===== config.mk =====
export PLATFORM = sky130hd
export DESIGN_NAME = bldc_pwm_drive
export DESIGN_NICKNAME = d
export VERILOG_FILES = /design/src/common/bldc_drive_pkg.sv /design/src/design/bit_sync.sv /design/src/design/bldc_pwm_drive.sv
export SDC_FILE = /design/constraint.sdc
export NUM_CORES = 1
export LEC_CHECK = 0
export BUFFER_PORTS_ARGS = -buffer_cell sky130_fd_sc_hd__buf_2
export CORE_MARGIN = 2
export CORE_UTILIZATION = 30
export CTS_CLUSTER_SIZE = 20
export DETAILED_ROUTE_END_ITERATION = 8
export PLACE_DENSITY = 0.48
export SETUP_SLACK_MARGIN = 0.05
export SLEW_MARGIN = 0
export SYNTH_ARGS = -nofsm -noshare
export SYNTH_HDL_FRONTEND = slang
export SYNTH_SLANG_ARGS = --single-unit

===== constraint.sdc =====
create_clock -name sys_clk -period 6.7 [get_ports sys_clk]
set_clock_uncertainty 0.2 [all_clocks]
set_input_delay 0.335 -clock sys_clk [delete_from_list [all_inputs] [get_ports sys_clk]]
set_output_delay 0.335 -clock sys_clk [all_outputs]
set_load 0.1 [all_outputs]

===== src/common/bldc_drive_pkg.sv =====
// Constants and types shared by the brushless drive control logic.
package bldc_drive_pkg;

  // ---------------------------------------------------------------------
  // Clock and timing
  // ---------------------------------------------------------------------
  localparam int CLK_HZ        = 40000000;
  localparam int BLANK_NS      = 700;
  localparam int BLANK_CYC     = (BLANK_NS * (CLK_HZ / 1000000) + 999) / 1000;
  localparam int CHOP_HZ       = 50000;
  localparam int CHOP_CYC      = CLK_HZ / CHOP_HZ;
  localparam int PUMP_HZ       = 100000;
  localparam int PUMP_HALF_CYC = CLK_HZ / PUMP_HZ / 2;
  // Zero duty: input high longer than one period of the slowest PWM.
  localparam int ZERO_US       = 4000;
  localparam int ZERO_CYC      = ZERO_US * (CLK_HZ / 1000000);
  // Lock time: about 90 s per uF; default for 0.022 uF is about 2 s.
  localparam int LOCK_MS       = 2000;
  localparam int LOCK_CYC      = LOCK_MS * (CLK_HZ / 1000);
  localparam int CNT_W         = 32;

  typedef enum logic [2:0] {
    COMM_IDLE, COMM_S1, COMM_S2, COMM_S3, COMM_S4, COMM_S5, COMM_S6
  } comm_t;

  typedef enum {RUN_STOP, RUN_ACTIVE, RUN_LOCKED} run_t;

endpackage : bldc_drive_pkg


===== src/design/bit_sync.sv =====
// Two-stage synchroniser for a group of asynchronous input pins.
`timescale 1ns/10ps
module bit_sync #(
  parameter int W = 1
) (
  input  wire logic         sys_clk,
  input  wire logic         reset_n,
  input  wire logic [W-1:0] asyncIn,
  output logic      [W-1:0] syncOut
);

  logic [W-1:0] stage1_q;

  always_ff @(posedge sys_clk) begin
    if (!reset_n) begin
      stage1_q <= '0;
      syncOut  <= '0;
    end else begin
      stage1_q <= asyncIn;
      syncOut  <= stage1_q;
    end
  end

endmodule : bit_sync


===== src/design/bldc_pwm_drive.sv =====
// Brushless motor drive control: PWM, commutation, lock and limiter.
`timescale 1ns/10ps
module bldc_pwm_drive #(
  parameter int LOCK_CYCLES = bldc_drive_pkg::LOCK_CYC,
  parameter int ZERO_CYCLES = bldc_drive_pkg::ZERO_CYC
) (
  input  wire logic       sys_clk,
  input  wire logic       reset_n,
  input  wire logic       pwmDutyInputN,
  input  wire logic       runInput,
  input  wire logic       directionInput,
  input  wire logic [2:0] hallIn,
  input  wire logic       currentAtLimit,
  input  wire logic       thermalShutdown,
  input  wire logic       lowSupply,
  input  wire logic       lockTimerCapGrounded,
  output logic      [2:0] upperOn,
  output logic      [2:0] lowerOn,
  output logic            hallBiasOutput,
  output logic            pumpClock,
  output logic            lockActive,
  output logic            zeroDuty
);

  // -----------------------------------------------------------------------
  // Input synchronisation
  // -----------------------------------------------------------------------
  logic [9:0] rawIn;
  logic [9:0] syncIn;
  logic       pwmOffS;
  logic       runS;
  logic       dirS;
  logic [2:0] hallS;
  logic       limitS;
  logic       hotS;
  logic       lvdS;
  logic       capGndS;

  assign rawIn = {pwmDutyInputN, runInput, directionInput, hallIn,
                  currentAtLimit, thermalShutdown, lowSupply,
                  lockTimerCapGrounded};
  bit_sync #(.W(10)) u_sync (
    .sys_clk (sys_clk),
    .reset_n (reset_n),
    .asyncIn (rawIn),
    .syncOut (syncIn)
  );
  assign {pwmOffS, runS, dirS, hallS, limitS, hotS, lvdS, capGndS} = syncIn;

  // Low supply and a grounded timer pin both hold the logic in reset.
  logic logicRst;
  assign logicRst = !reset_n || lvdS || capGndS;

  // -----------------------------------------------------------------------
  // Zero duty detection
  // -----------------------------------------------------------------------
  logic [bldc_drive_pkg::CNT_W-1:0] zeroCnt_q;
  logic                             zero_q;

  always_ff @(posedge sys_clk) begin
    if (logicRst || !pwmOffS) begin
      zeroCnt_q <= '0;
      zero_q    <= 1'b0;
    end else if (zeroCnt_q >= ZERO_CYCLES[bldc_drive_pkg::CNT_W-1:0] - 1) begin
      zero_q <= 1'b1;
    end else begin
      zeroCnt_q <= zeroCnt_q + 1'b1;
    end
  end
  assign zeroDuty = zero_q;

  // -----------------------------------------------------------------------
  // Hall edge, direction toggle and lock timer
  // -----------------------------------------------------------------------
  logic [2:0]                       hallPrev_q;
  logic                             dirPrev_q;
  logic [bldc_drive_pkg::CNT_W-1:0] lockCnt_q;
  logic                             lock_q;
  logic                             hallEdge;
  logic                             dirEdge;
  logic                             releaseEv;
  assign hallEdge  = hallS != hallPrev_q;
  assign dirEdge   = dirS != dirPrev_q;
  assign releaseEv = !runS || dirEdge || zero_q;

  always_ff @(posedge sys_clk) begin
    if (logicRst) begin
      hallPrev_q <= 3'h0;
      dirPrev_q  <= 1'b0;
    end else begin
      hallPrev_q <= hallS;
      dirPrev_q  <= dirS;
    end
  end

  always_ff @(posedge sys_clk) begin
    if (logicRst || releaseEv) begin
      lockCnt_q <= '0;
      lock_q    <= 1'b0;
    end else if (lock_q || hotS) begin
      lockCnt_q <= lockCnt_q;
    end else if (hallEdge) begin
      lockCnt_q <= '0;
    end else if (lockCnt_q >= LOCK_CYCLES[bldc_drive_pkg::CNT_W-1:0] - 1) begin
      lock_q <= 1'b1;
    end else begin
      lockCnt_q <= lockCnt_q + 1'b1;
    end
  end
  assign lockActive = lock_q;

  // -----------------------------------------------------------------------
  // Current limiter: 50 kHz chop tick, blanking and cycle cut
  // -----------------------------------------------------------------------
  logic [15:0] chopCnt_q;
  logic        chopTick;
  logic [7:0]  blankCnt_q;
  logic        cut_q;
  logic        pwmOnReq;
  logic        upperGate;
  assign chopTick = chopCnt_q == 16'(bldc_drive_pkg::CHOP_CYC - 1);
  assign pwmOnReq = !pwmOffS;

  always_ff @(posedge sys_clk) begin
    if (logicRst || chopTick) begin
      chopCnt_q <= 16'h0;
    end else begin
      chopCnt_q <= chopCnt_q + 16'h1;
    end
  end

  // The sense input is ignored while the upper transistor has just turned
  // on, because diode recovery current would look like an overload.
  always_ff @(posedge sys_clk) begin
    if (logicRst || !upperGate) begin
      blankCnt_q <= 8'h0;
    end else if (blankCnt_q < 8'(bldc_drive_pkg::BLANK_CYC)) begin
      blankCnt_q <= blankCnt_q + 8'h1;
    end
  end

  always_ff @(posedge sys_clk) begin
    if (logicRst) begin
      cut_q <= 1'b0;
    end else if (limitS && upperGate &&
                 blankCnt_q >= 8'(bldc_drive_pkg::BLANK_CYC)) begin
      cut_q <= 1'b1;
    end else if (chopTick) begin
      cut_q <= 1'b0;
    end
  end
  assign upperGate = pwmOnReq && !cut_q && !lock_q;

  // -----------------------------------------------------------------------
  // Commutation
  // -----------------------------------------------------------------------
  function automatic bldc_drive_pkg::comm_t hallToState(
    input logic [2:0] h,
    input logic       rev
  );
    bldc_drive_pkg::comm_t s;
    case (h)
      3'h1:    s = rev ? bldc_drive_pkg::COMM_S4 : bldc_drive_pkg::COMM_S1;
      3'h3:    s = rev ? bldc_drive_pkg::COMM_S5 : bldc_drive_pkg::COMM_S2;
      3'h2:    s = rev ? bldc_drive_pkg::COMM_S6 : bldc_drive_pkg::COMM_S3;
      3'h6:    s = rev ? bldc_drive_pkg::COMM_S1 : bldc_drive_pkg::COMM_S4;
      3'h4:    s = rev ? bldc_drive_pkg::COMM_S2 : bldc_drive_pkg::COMM_S5;
      3'h5:    s = rev ? bldc_drive_pkg::COMM_S3 : bldc_drive_pkg::COMM_S6;
      default: s = bldc_drive_pkg::COMM_IDLE;
    endcase
    return s;
  endfunction : hallToState

  bldc_drive_pkg::comm_t commState;
  logic [2:0]            hiPhase;
  logic [2:0]            loPhase;
  assign commState = hallToState(hallS, dirS);

  always_comb begin
    hiPhase = 3'h0;
    loPhase = 3'h0;
    case (commState)
      bldc_drive_pkg::COMM_S1: begin hiPhase = 3'h1; loPhase = 3'h2; end
      bldc_drive_pkg::COMM_S2: begin hiPhase = 3'h1; loPhase = 3'h4; end
      bldc_drive_pkg::COMM_S3: begin hiPhase = 3'h2; loPhase = 3'h4; end
      bldc_drive_pkg::COMM_S4: begin hiPhase = 3'h2; loPhase = 3'h1; end
      bldc_drive_pkg::COMM_S5: begin hiPhase = 3'h4; loPhase = 3'h1; end
      bldc_drive_pkg::COMM_S6: begin hiPhase = 3'h4; loPhase = 3'h2; end
      default: begin hiPhase = 3'h0; loPhase = 3'h0; end
    endcase
  end

  // -----------------------------------------------------------------------
  // Output stage registers
  // -----------------------------------------------------------------------
  always_ff @(posedge sys_clk) begin
    if (logicRst) begin
      upperOn <= 3'h0;
      lowerOn <= 3'h0;
    end else if (!runS) begin
      upperOn <= 3'h0;
      lowerOn <= 3'h7;
    end else if (upperGate) begin
      upperOn <= hiPhase;
      lowerOn <= loPhase;
    end else begin
      upperOn <= 3'h0;
      // The upper phase's own low side conducts as synchronous rectifier.
      lowerOn <= loPhase | hiPhase;
    end
  end

  always_ff @(posedge sys_clk) begin
    if (logicRst) begin
      hallBiasOutput <= 1'b0;
    end else begin
      hallBiasOutput <= runS && !zero_q;
    end
  end

  // -----------------------------------------------------------------------
  // Charge pump clock, idle in stop to save power
  // -----------------------------------------------------------------------
  logic [7:0] pumpCnt_q;

  always_ff @(posedge sys_clk) begin
    if (logicRst || !runS) begin
      pumpCnt_q <= 8'h0;
      pumpClock <= 1'b0;
    end else if (pumpCnt_q == 8'(bldc_drive_pkg::PUMP_HALF_CYC - 1)) begin
      pumpCnt_q <= 8'h0;
      pumpClock <= !pumpClock;
    end else begin
      pumpCnt_q <= pumpCnt_q + 8'h1;
    end
  end
endmodule : bldc_pwm_drive


* Word level (Yosys, flattened, before mapping)
Index checks and enable logic that the tools add are counted.
Storage, ports and cells: word-level logic and storage cells 96, register bits after elaboration 131, input port bits 12
Operators by class: $add $sub $neg 5, equal/unequal tests 17, muxes and demuxes 15, reductions and logical operators 34, bitwise gates (word level) 5, $lt $le $gt $ge 4
Operators by type and width (count):
- 32-bit by 1-bit adder with 32-bit output (second input constant) | 2
- 32-bit 2-to-1 mux | 2
- 32-bit by 18-bit greater-or-equal comparator with 1-bit output (second input constant) | 1
- 32-bit by 27-bit greater-or-equal comparator with 1-bit output (second input constant) | 1
- 3-bit 2-to-1 mux | 8
- 3-bit == test (second input constant) | 6
- 3-bit one-hot mux with 3 select lines | 2
- 3-bit one-hot mux with 6 select lines | 1
- 16-bit by 1-bit adder with 16-bit output (second input constant) | 1
- 8-bit by 1-bit adder with 8-bit output (second input constant) | 2
- 16-bit by 10-bit == test with 1-bit output (second input constant) | 1
- 2-bit OR reduction | 7
- 3-bit by 2-bit == test with 1-bit output (second input constant) | 4
- 1-bit logical OR | 10
- 8-bit == test (second input constant) | 1
- 8-bit by 5-bit greater-or-equal comparator with 1-bit output (second input constant) | 1
- 1-bit logical NOT | 8
- 8-bit by 5-bit less-than comparator with 1-bit output (second input constant) | 1
- 3-bit by 1-bit == test with 1-bit output (second input constant) | 2
- 1-bit logical AND | 5
- 1-bit NOT | 4
- 3-bit inequality test | 1
- 3-bit bitwise OR | 1
- 3-bit AND reduction | 1
- other kinds (6) | 7

* Depth between registers and ports, before layout
Gate-level depths: netlist (run 1).
depth after elaboration 8, mapped depth 9, gate-level depth less buffers 7

* Hierarchy
A second synthesis (run 1) with hierarchy kept.
Second synthesis, totals: cell total of the unflattened synthesis 590, area, all modules 5377.7 um^2
Modules (own cells, without submodules):
- bldc_pwm_drive | seq. area each 2222.1 um^2, cells each 548, times used 1, area an instance 4815.9 um^2
- bit_sync | seq. area each 400.4 um^2, cells each 42, times used 1, area an instance 561.8 um^2

* Least setup slack after synthesis (run 1)
OpenSTA, ideal clock, no wires.
path type reg2reg, start point register lock_q, in the netlist lockActive, end point register lockCnt_q[2] (netlist name), library setup time 0.059 ns, period minus slack after synthesis 2.316 ns, buffers on the path 0, cell stages (with the launch flop) 5, arrival 2.057 ns, required time 6.441 ns, slack 4.384 ns, path through dfxtp_1 -> nor2_1 -> a21o_1 -> or4_1 -> nand2_1
Between the ends: word-level cells in the longest chain between the ends 3
Ends and longest elaborated chain:
- start, declared | RTL line bldc_pwm_drive.sv:78 | logic lock_q;
- start signal, assigned | RTL line bldc_pwm_drive.sv:99 | lock_q <= 1'b0;
- start signal, assigned | RTL line bldc_pwm_drive.sv:105 | lock_q <= 1'b1;
- 1-bit logical OR | RTL line bldc_pwm_drive.sv:100 | end else if (lock_q || hotS) begin
- 1-bit NOT (no source line)
- 2-bit AND reduction (no source line)
- end signal, assigned | RTL line bldc_pwm_drive.sv:101 | lockCnt_q <= lockCnt_q;
- end signal, assigned | RTL line bldc_pwm_drive.sv:107 | lockCnt_q <= lockCnt_q + 1'b1;
- end, declared | RTL line bldc_pwm_drive.sv:77 | logic [bldc_drive_pkg::CNT_W-1:0] lockCnt_q;
No other way between the ends. A chain may end at the register's enable or synchronous reset.

* Worst setup path after layout (run 1)
start point register u_sync.syncOut[1], end point register lockCnt_q[2] (netlist name)
Between the ends: word-level cells in the longest chain between the ends 3
Ends and longest elaborated chain:
- start, declared | RTL line bit_sync.sv:9 | output logic [W-1:0] syncOut
- start signal, assigned | RTL line bit_sync.sv:20 | syncOut <= stage1_q;
- 1-bit logical OR (2 in a row) | RTL line bldc_pwm_drive.sv:52 | assign logicRst = !reset_n || lvdS || capGndS;
- 1-bit logical OR | RTL line bldc_pwm_drive.sv:97 | if (logicRst || releaseEv) begin
No other way between the ends.

==> results of run 1 <==
registers in the layout, indices dropped and copies added, names as in the netlist, 3 cells and up:
signal,cells
u_sync.stage1_q,10
blankCnt_q,8
chopCnt_q,16
upperOn,3
lowerOn,3
pumpCnt_q,8
zeroCnt_q,32
lockCnt_q,32
hallPrev_q,3
u_sync.syncOut,10
cell type report:
type                       count  area, µm²
tap                          225        282
clock inverter                12        180
timing repair buffer          33        220
inverter                      10       37.5
fill                        1742      11000
multi-input combinational    419       2560
sequential                   131       2620
clock buffer                  18        439
metrics by stage:
step	hold WS [ns]	utilization [%]
3_3_place_gp	0.225	32.4
2_1_floorplan	0.201	-
6_report	0.116	36.5
3_5_place_dp	0.219	32.4
5_1_grt	0.121	36.5
4_1_cts	0.106	36.5
worst max-delay path: stages (launching register included):
cell and delay, ns:
dfxtp_1 0.33, nor3b_4 0.72, nand2_1 0.28, or3_1 0.49
a21o_1 0.51, or4_1 0.62, nand2_1 0.07
cell families after synthesis:
| group | Yosys count | synth area share (%) |
|---|---|---|
| muxes | 2 | 0.399 |
| buffers and inverters | 32 | 2.91 |
| adders and majority gates | 6 | 1.41 |
| AOI/OAI and AO/OA | 81 | 9.96 |
| and+or+nand+nor | 289 | 29.4 |
| xor gates and xnor gates | 41 | 6.74 |
| DFF | 131 | 49.2 |
synthesized netlist by cell type (4+ instances only):
cell type,n,area share [%]
a21oi_1,26,2.4
a21oi_2,7,1.2
and2_1,33,3.9
and3_1,26,3.1
and4_1,4,0.66
clkbuf_1,18,1.3
dfxtp_1,131,49
ha_1,6,1.4
inv_1,10,0.70
nand2_1,39,2.7
nand3_1,30,2.8
nand4_1,13,1.5
nor2_1,68,4.8
nor3_1,12,1.1
nor3b_1,4,0.56
nor4_1,12,1.4
o211ai_1,5,0.70
o21ai_0,8,0.75
o21ai_1,5,0.47
o31ai_1,14,2.0
or3_1,12,1.4
or4_1,19,2.7
xnor2_1,22,3.6
xor2_1,19,3.1
how the worst min path moves through the flow:
stage	from	endpoint	slack, ns	cells after the start
after global placement	u_sync.stage1_q[1]	u_sync.syncOut[1]	0.23	1
after floorplan	u_sync.syncOut[3]	cut_q	0.20	2
final	reset_n	u_sync.stage1_q[8]	0.12	2
after detailed placement	u_sync.stage1_q[1]	u_sync.syncOut[1]	0.22	1
after global routing	reset_n	u_sync.stage1_q[2]	0.12	2
after CTS	reset_n	u_sync.stage1_q[8]	0.11	2
layer usage:
layer,GRT usage (%),share of wire [%],vias to the layer above
met5,0,0,-
met4,6.01,2.3,0
met3,3.20,2.6,18
met2,19.6,46,45
met1,15.7,49,1919
li1,-,-,2115
cells in the final DEF, fill, tap and decap left out, types with 3 or more instances in the layout:
| cell | netlist | final |
|---|---|---|
| nand3_1 | 30 | 30 |
| nor2b_1 | 3 | 3 |
| xnor2_1 | 22 | 22 |
| nand4_1 | 13 | 13 |
| a21oi_2 | 7 | 7 |
| nor4_1 | 12 | 12 |
| or3_1 | 12 | 12 |
| nand2_1 | 39 | 39 |
| ha_1 | 6 | 6 |
| or4_1 | 19 | 19 |
| a31oi_1 | 3 | 3 |
| and2_1 | 33 | 33 |
| dfxtp_1 | 131 | 131 |
| buf_2 | 0 | 21 |
| and3_1 | 26 | 26 |
| bufinv_16 | 0 | 4 |
| nor3b_1 | 4 | 4 |
| or2_2 | 3 | 3 |
| xor2_1 | 19 | 19 |
| o31ai_1 | 14 | 14 |
| dlygate4sd3_1 | 0 | 10 |
| and4_1 | 4 | 4 |
| clkbuf_16 | 0 | 17 |
| nor4b_1 | 3 | 3 |
| a21oi_1 | 26 | 26 |
| inv_1 | 10 | 10 |
| o21ai_1 | 5 | 5 |
| nor2_1 | 68 | 68 |
| nor3_1 | 12 | 12 |
| o211ai_1 | 5 | 5 |
| o21ai_0 | 8 | 8 |
power breakdown:
part           total, mW  switching (mW)  internal (mW)  leakage, nW
clock              0.971           0.341          0.630        0.299
combinational     0.0550          0.0352         0.0198        0.894
sequential         0.798         0.00810          0.790         1.06
total               1.82           0.384           1.44         2.25
what timing repair did:
| action | 4_1_cts | 5_1_grt |
|---|---|---|
| hold buffers | 10 | 0 |
| hold endpoints to repair | 10 | 0 |
| resized for setup | 0 | 0 |
==> out/qor.yml, run 1 <==
setup_ws_ns: 3.42
start_util_pct: 30.7
grt_pass1_vias: 3900
setup_viol: 0
rows: 48
vias_per_cell: 4.83
relSlewSlack_pct: 33.7
ant_nets: 0
dieArea_um2: 18800
grtUsageTotal_pct: 12.4
r2r_end: "lockCnt_q[2]"
fmax_mhz: 305
crit_fanout: 26
netlist_area_um2: 5330
ctsHtreeMaxLevel: 4
syn_inst: 582
cts_sinks: 131
drc: 0
clk_path_buf_depth: 2
cp-start-kind: "register"
dp_cells: 808
post-cts-setup-buffer-count: 0
synth_fp_nets: 600
async_flop_share_pct: 0
grt_overflow: 0
worstMarginPinSlew_ns: 0.992
dieHeight_um: 137
hold_viol: 0
grt_max_degree: 32
synthFlopType: "dfxtp_1"
wl_mm: 10.7
drt_iter0_drc: 230
tns_ns: 0
p_leak_nw: 2.25
tritoncts: "done"
clock_tree.root_cell: "clkbuf_16"
power_density_nw_per_um2: 288
grt_first_pass_wirelength_mm: 18.4
layout-drive-gt1-share_pct: 11.9
r2r_slack_ns: 3.42
clock_latency_ns: 0.41
grt_setup_unrepaired: "no"
r2r-start: "u_sync.syncOut[1]"
port_buffers: 21
drv_slew: 0
crit_arrival_ns: 3.44
final_cell_count_no_fill: 848
avgRoutedWirePerCell_um: 12.6
antenna_found_initial: 0
required_ns: 6.85
cts_buffers: 17
p_total_mw: 1.82
ys_types: 51
dr.pass1.iters: 4
crit_end: "lockCnt_q[2]"
startpoint: "u_sync.syncOut[1]"
synth-edff-count: 0
nNetsFinal: 630
fin_area_um2: 6340
maxCapViolCount: 0
fp.coreArea_um2: 17400
end_kind: "register"
dp_slack_ns: 3.05
detailed_place_hpwl_mm: 7.28
cts.clk_slew.worst_paths_ns: 0.06
hold_path_class: "input port to register"
area_delta_synth_final_pct: 19.0
placed_cell_area_um2: 5620
ff2ff_path_depth: 6
synth_seq_cells: 131
ios: 22
yosys_warnings: 0
fin_crit_sh_pct: 49.0
ir_worst_vdd_mv: 0.196
min_period_ns: 3.28
gp_congestion: 0.776
path_class: "register to register"
vias: 4097
die_x_um: 137
synth_area_per_cell_um2: 9.16
diodes: 0
status: "finished clean"
ys_seq_area_share_pct: 49.2
No activity file was read; power rests on OpenSTA's default activity.
==> run 2: changes to the inputs <==
--- a/config.mk
+++ b/config.mk
@@ -10,7 +10,7 @@
 export CORE_UTILIZATION = 30
 export CTS_CLUSTER_SIZE = 20
 export DETAILED_ROUTE_END_ITERATION = 8
-export PLACE_DENSITY = 0.48
+export PLACE_DENSITY = 0.49
 export SETUP_SLACK_MARGIN = 0.05
 export SLEW_MARGIN = 0
 export SYNTH_ARGS = -nofsm -noshare
==> constraint.sdc (replaced) <==
create_clock -name sys_clk -period 3 [get_ports sys_clk]
set_clock_uncertainty 0.2 [all_clocks]
set_input_delay 0.15 -clock sys_clk [delete_from_list [all_inputs] [get_ports sys_clk]]
set_output_delay 0.15 -clock sys_clk [all_outputs]
set_load 0.1 [all_outputs]
==> run 2 against run 1 <==
  * Clock power rose by 140%
  * Hold slack improved by 0.11 ns
  * Core utilization rose by 1.3 points
  * Critical path depth rose by 2
  * Routed wire length rose by 2.6%
  * Clock-buffer cell count did not move
  * Global-route usage rose by 0.32 points
  * Via count rose by 3.9%
  * Register-to-register slack got worse by 3.0 ns
  * Combinational power rose to 2.5 times the previous value
  * Die area did not move
  * Largest cell class unchanged
==> out/qor.yml, run 2 (synthesis gave the netlist of run 1 again) <==
setup_viol: 0
fin_crit_sh_pct: 88.4
cts_buffers: 17
vias_per_cell: 4.90
r2r-start: "lockCnt_q[0]"
detailed_place_hpwl_mm: 7.40
final_cell_count_no_fill: 868
ctsHtreeMaxLevel: 4
hold_viol: 0
rows: 48
fp.coreArea_um2: 17400
final_common_cell: "dfxtp_1"
avgRoutedWirePerCell_um: 12.7
grt_setup_unrepaired: "no"
path_buf_inv: 2
status: "finished clean"
required_ns: 3.15
maxCapViolCount: 0
p_leak_nw: 2.38
r2r_slack_ns: 0.44
whs_path_depth: 2
wl_mm: 11.0
dp_slack_ns: 0.426
fmax_mhz: 377
cts.clk_slew.worst_paths_ns: 0.06
clk_path_buf_depth: 2
ios: 22
holdWs_ns: 0.225
drv_slew: 0
layout-drive-gt1-share_pct: 12.8
path_cells: "dlygate4sd3_1, buf_2, nor3b_4, nand2_1, or3_1, a21o_1, or4_1, nand2_1"
dieHeight_um: 137
slowest_stage: "or4_1"
tritoncts: "done"
crit_arrival_ns: 2.80
crit_family: "simple AND/OR/NAND/NOR gates"
ff2ff_path_depth: 7
drc: 0
cp-start-kind: "input port"
crit_top_cell: "nand2_1"
port_buffers: 21
crit_fanout: 22
grt_first_pass_wirelength_mm: 18.8
ctsResizeCount: 0
setup_ws_ns: 0.349
dieArea_um2: 18800
antenna_found_initial: 0
die_x_um: 137
dp_cells: 815
end_kind: "register"
dr.pass1.iters: 4
r2r_end: "lockCnt_q[26]"
nNetsFinal: 648
tns_ns: 0
clock_latency_ns: 0.42
hold_start: "u_sync.syncOut[3]"
start_util_pct: 30.7
path_class: "input port to register"
post-route-util_pct: 37.8
reg.largest.list: "lockCnt_q (32), zeroCnt_q (32), chopCnt_q (16)"
diodes: 0
vias: 4255
layout_common_cells: "131 x dfxtp_1, 68 x nor2_1, 39 x nand2_1, 33 x and2_1, 30 x nand3_1"
relSlewSlack_pct: 55.0
cts_sinks: 131
gp_congestion: 0.794
clock_tree.root_cell: "clkbuf_16"
grtUsageTotal_pct: 12.7
grt_pass1_vias: 4098
grt_max_degree: 32
power_density_nw_per_um2: 654
ant_nets: 0
grt_overflow: 0
ir_worst_vdd_mv: 0.414
slowest_delay_ns: 0.56
hold_path_class: "register to register"
area_delta_synth_final_pct: 23.1
worstMarginPinSlew_ns: 0.669
min_period_ns: 2.65
min_to: "cut_q"
drt_iter0_drc: 236
fillers: 1728
run 2: per-layer routing:
| layer | share of wire, % | GRT usage, % | vias up |
|---|---|---|---|
| li1 | - | - | 2159 |
| met1 | 49 | 16.0 | 2001 |
| met2 | 46 | 19.8 | 75 |
| met3 | 3.2 | 3.16 | 20 |
| met4 | 2.1 | 7.04 | 0 |
| met5 | 0 | 0 | - |
run 2: report_power, final:
| group | total (mW) | switching [mW] | internal (mW) |
|---|---|---|---|
| logic | 0.139 | 0.0825 | 0.0565 |
| registers | 1.78 | 0.0179 | 1.76 |
| clock network | 2.37 | 0.795 | 1.57 |
run 2: stage by stage:
step	power [mW]	cell area (µm²)
finish	4.29	6560
global route	4.46	6560
CTS	4.35	6560
detailed placement	1.94	5670
global placement	1.94	5670
floorplan	1.90	5330
run 2: worst register-to-register path, stage by stage, from the launching register on:
cell,delay (ns)
dfxtp_1,0.35
ha_1,0.22
nand3_1,0.13
or4_1,0.51
a311o_2,0.47
nand2_4,0.28
nor3_1,0.11
o21a_1,0.18
run 2: area by class of cell:
| cell class | count | area (µm²) | share of cell area, % |
|---|---|---|---|
| inverters | 10 | 37.5 | 0.572 |
| clock buffers | 18 | 429 | 6.54 |
| clock inverters | 14 | 246 | 3.76 |
| multi-input cells | 419 | 2560 | 39.0 |
| well taps | 225 | 282 | 4.29 |
| flip-flops and latches | 131 | 2620 | 40.0 |
| repair buffers | 51 | 383 | 5.84 |
run 2: worst max-delay path by stage:
stage | start | to | slack [ns] | depth (start not counted)
6_report | reset_n | lockCnt_q[4] | 0.35 | 8
5_1_grt | reset_n | lockCnt_q[2] | 0.17 | 8
4_1_cts | reset_n | lockCnt_q[4] | 0.33 | 8
3_5_place_dp | reset_n | lockCnt_q[4] | 0.43 | 7
3_3_place_gp | lockCnt_q[0] | lockCnt_q[26] | 0.53 | 7
2_1_floorplan | lockActive | lockCnt_q[2] | 0.68 | 4
run 2: what timing repair did:
| item | CTS | global route |
|---|---|---|
| endpoints found under the setup margin | 0 | 0 |
| hold endpoints to repair | 20 | 0 |
| buffers inserted | 0 | 0 |
| hold buffers | 21 | 0 |
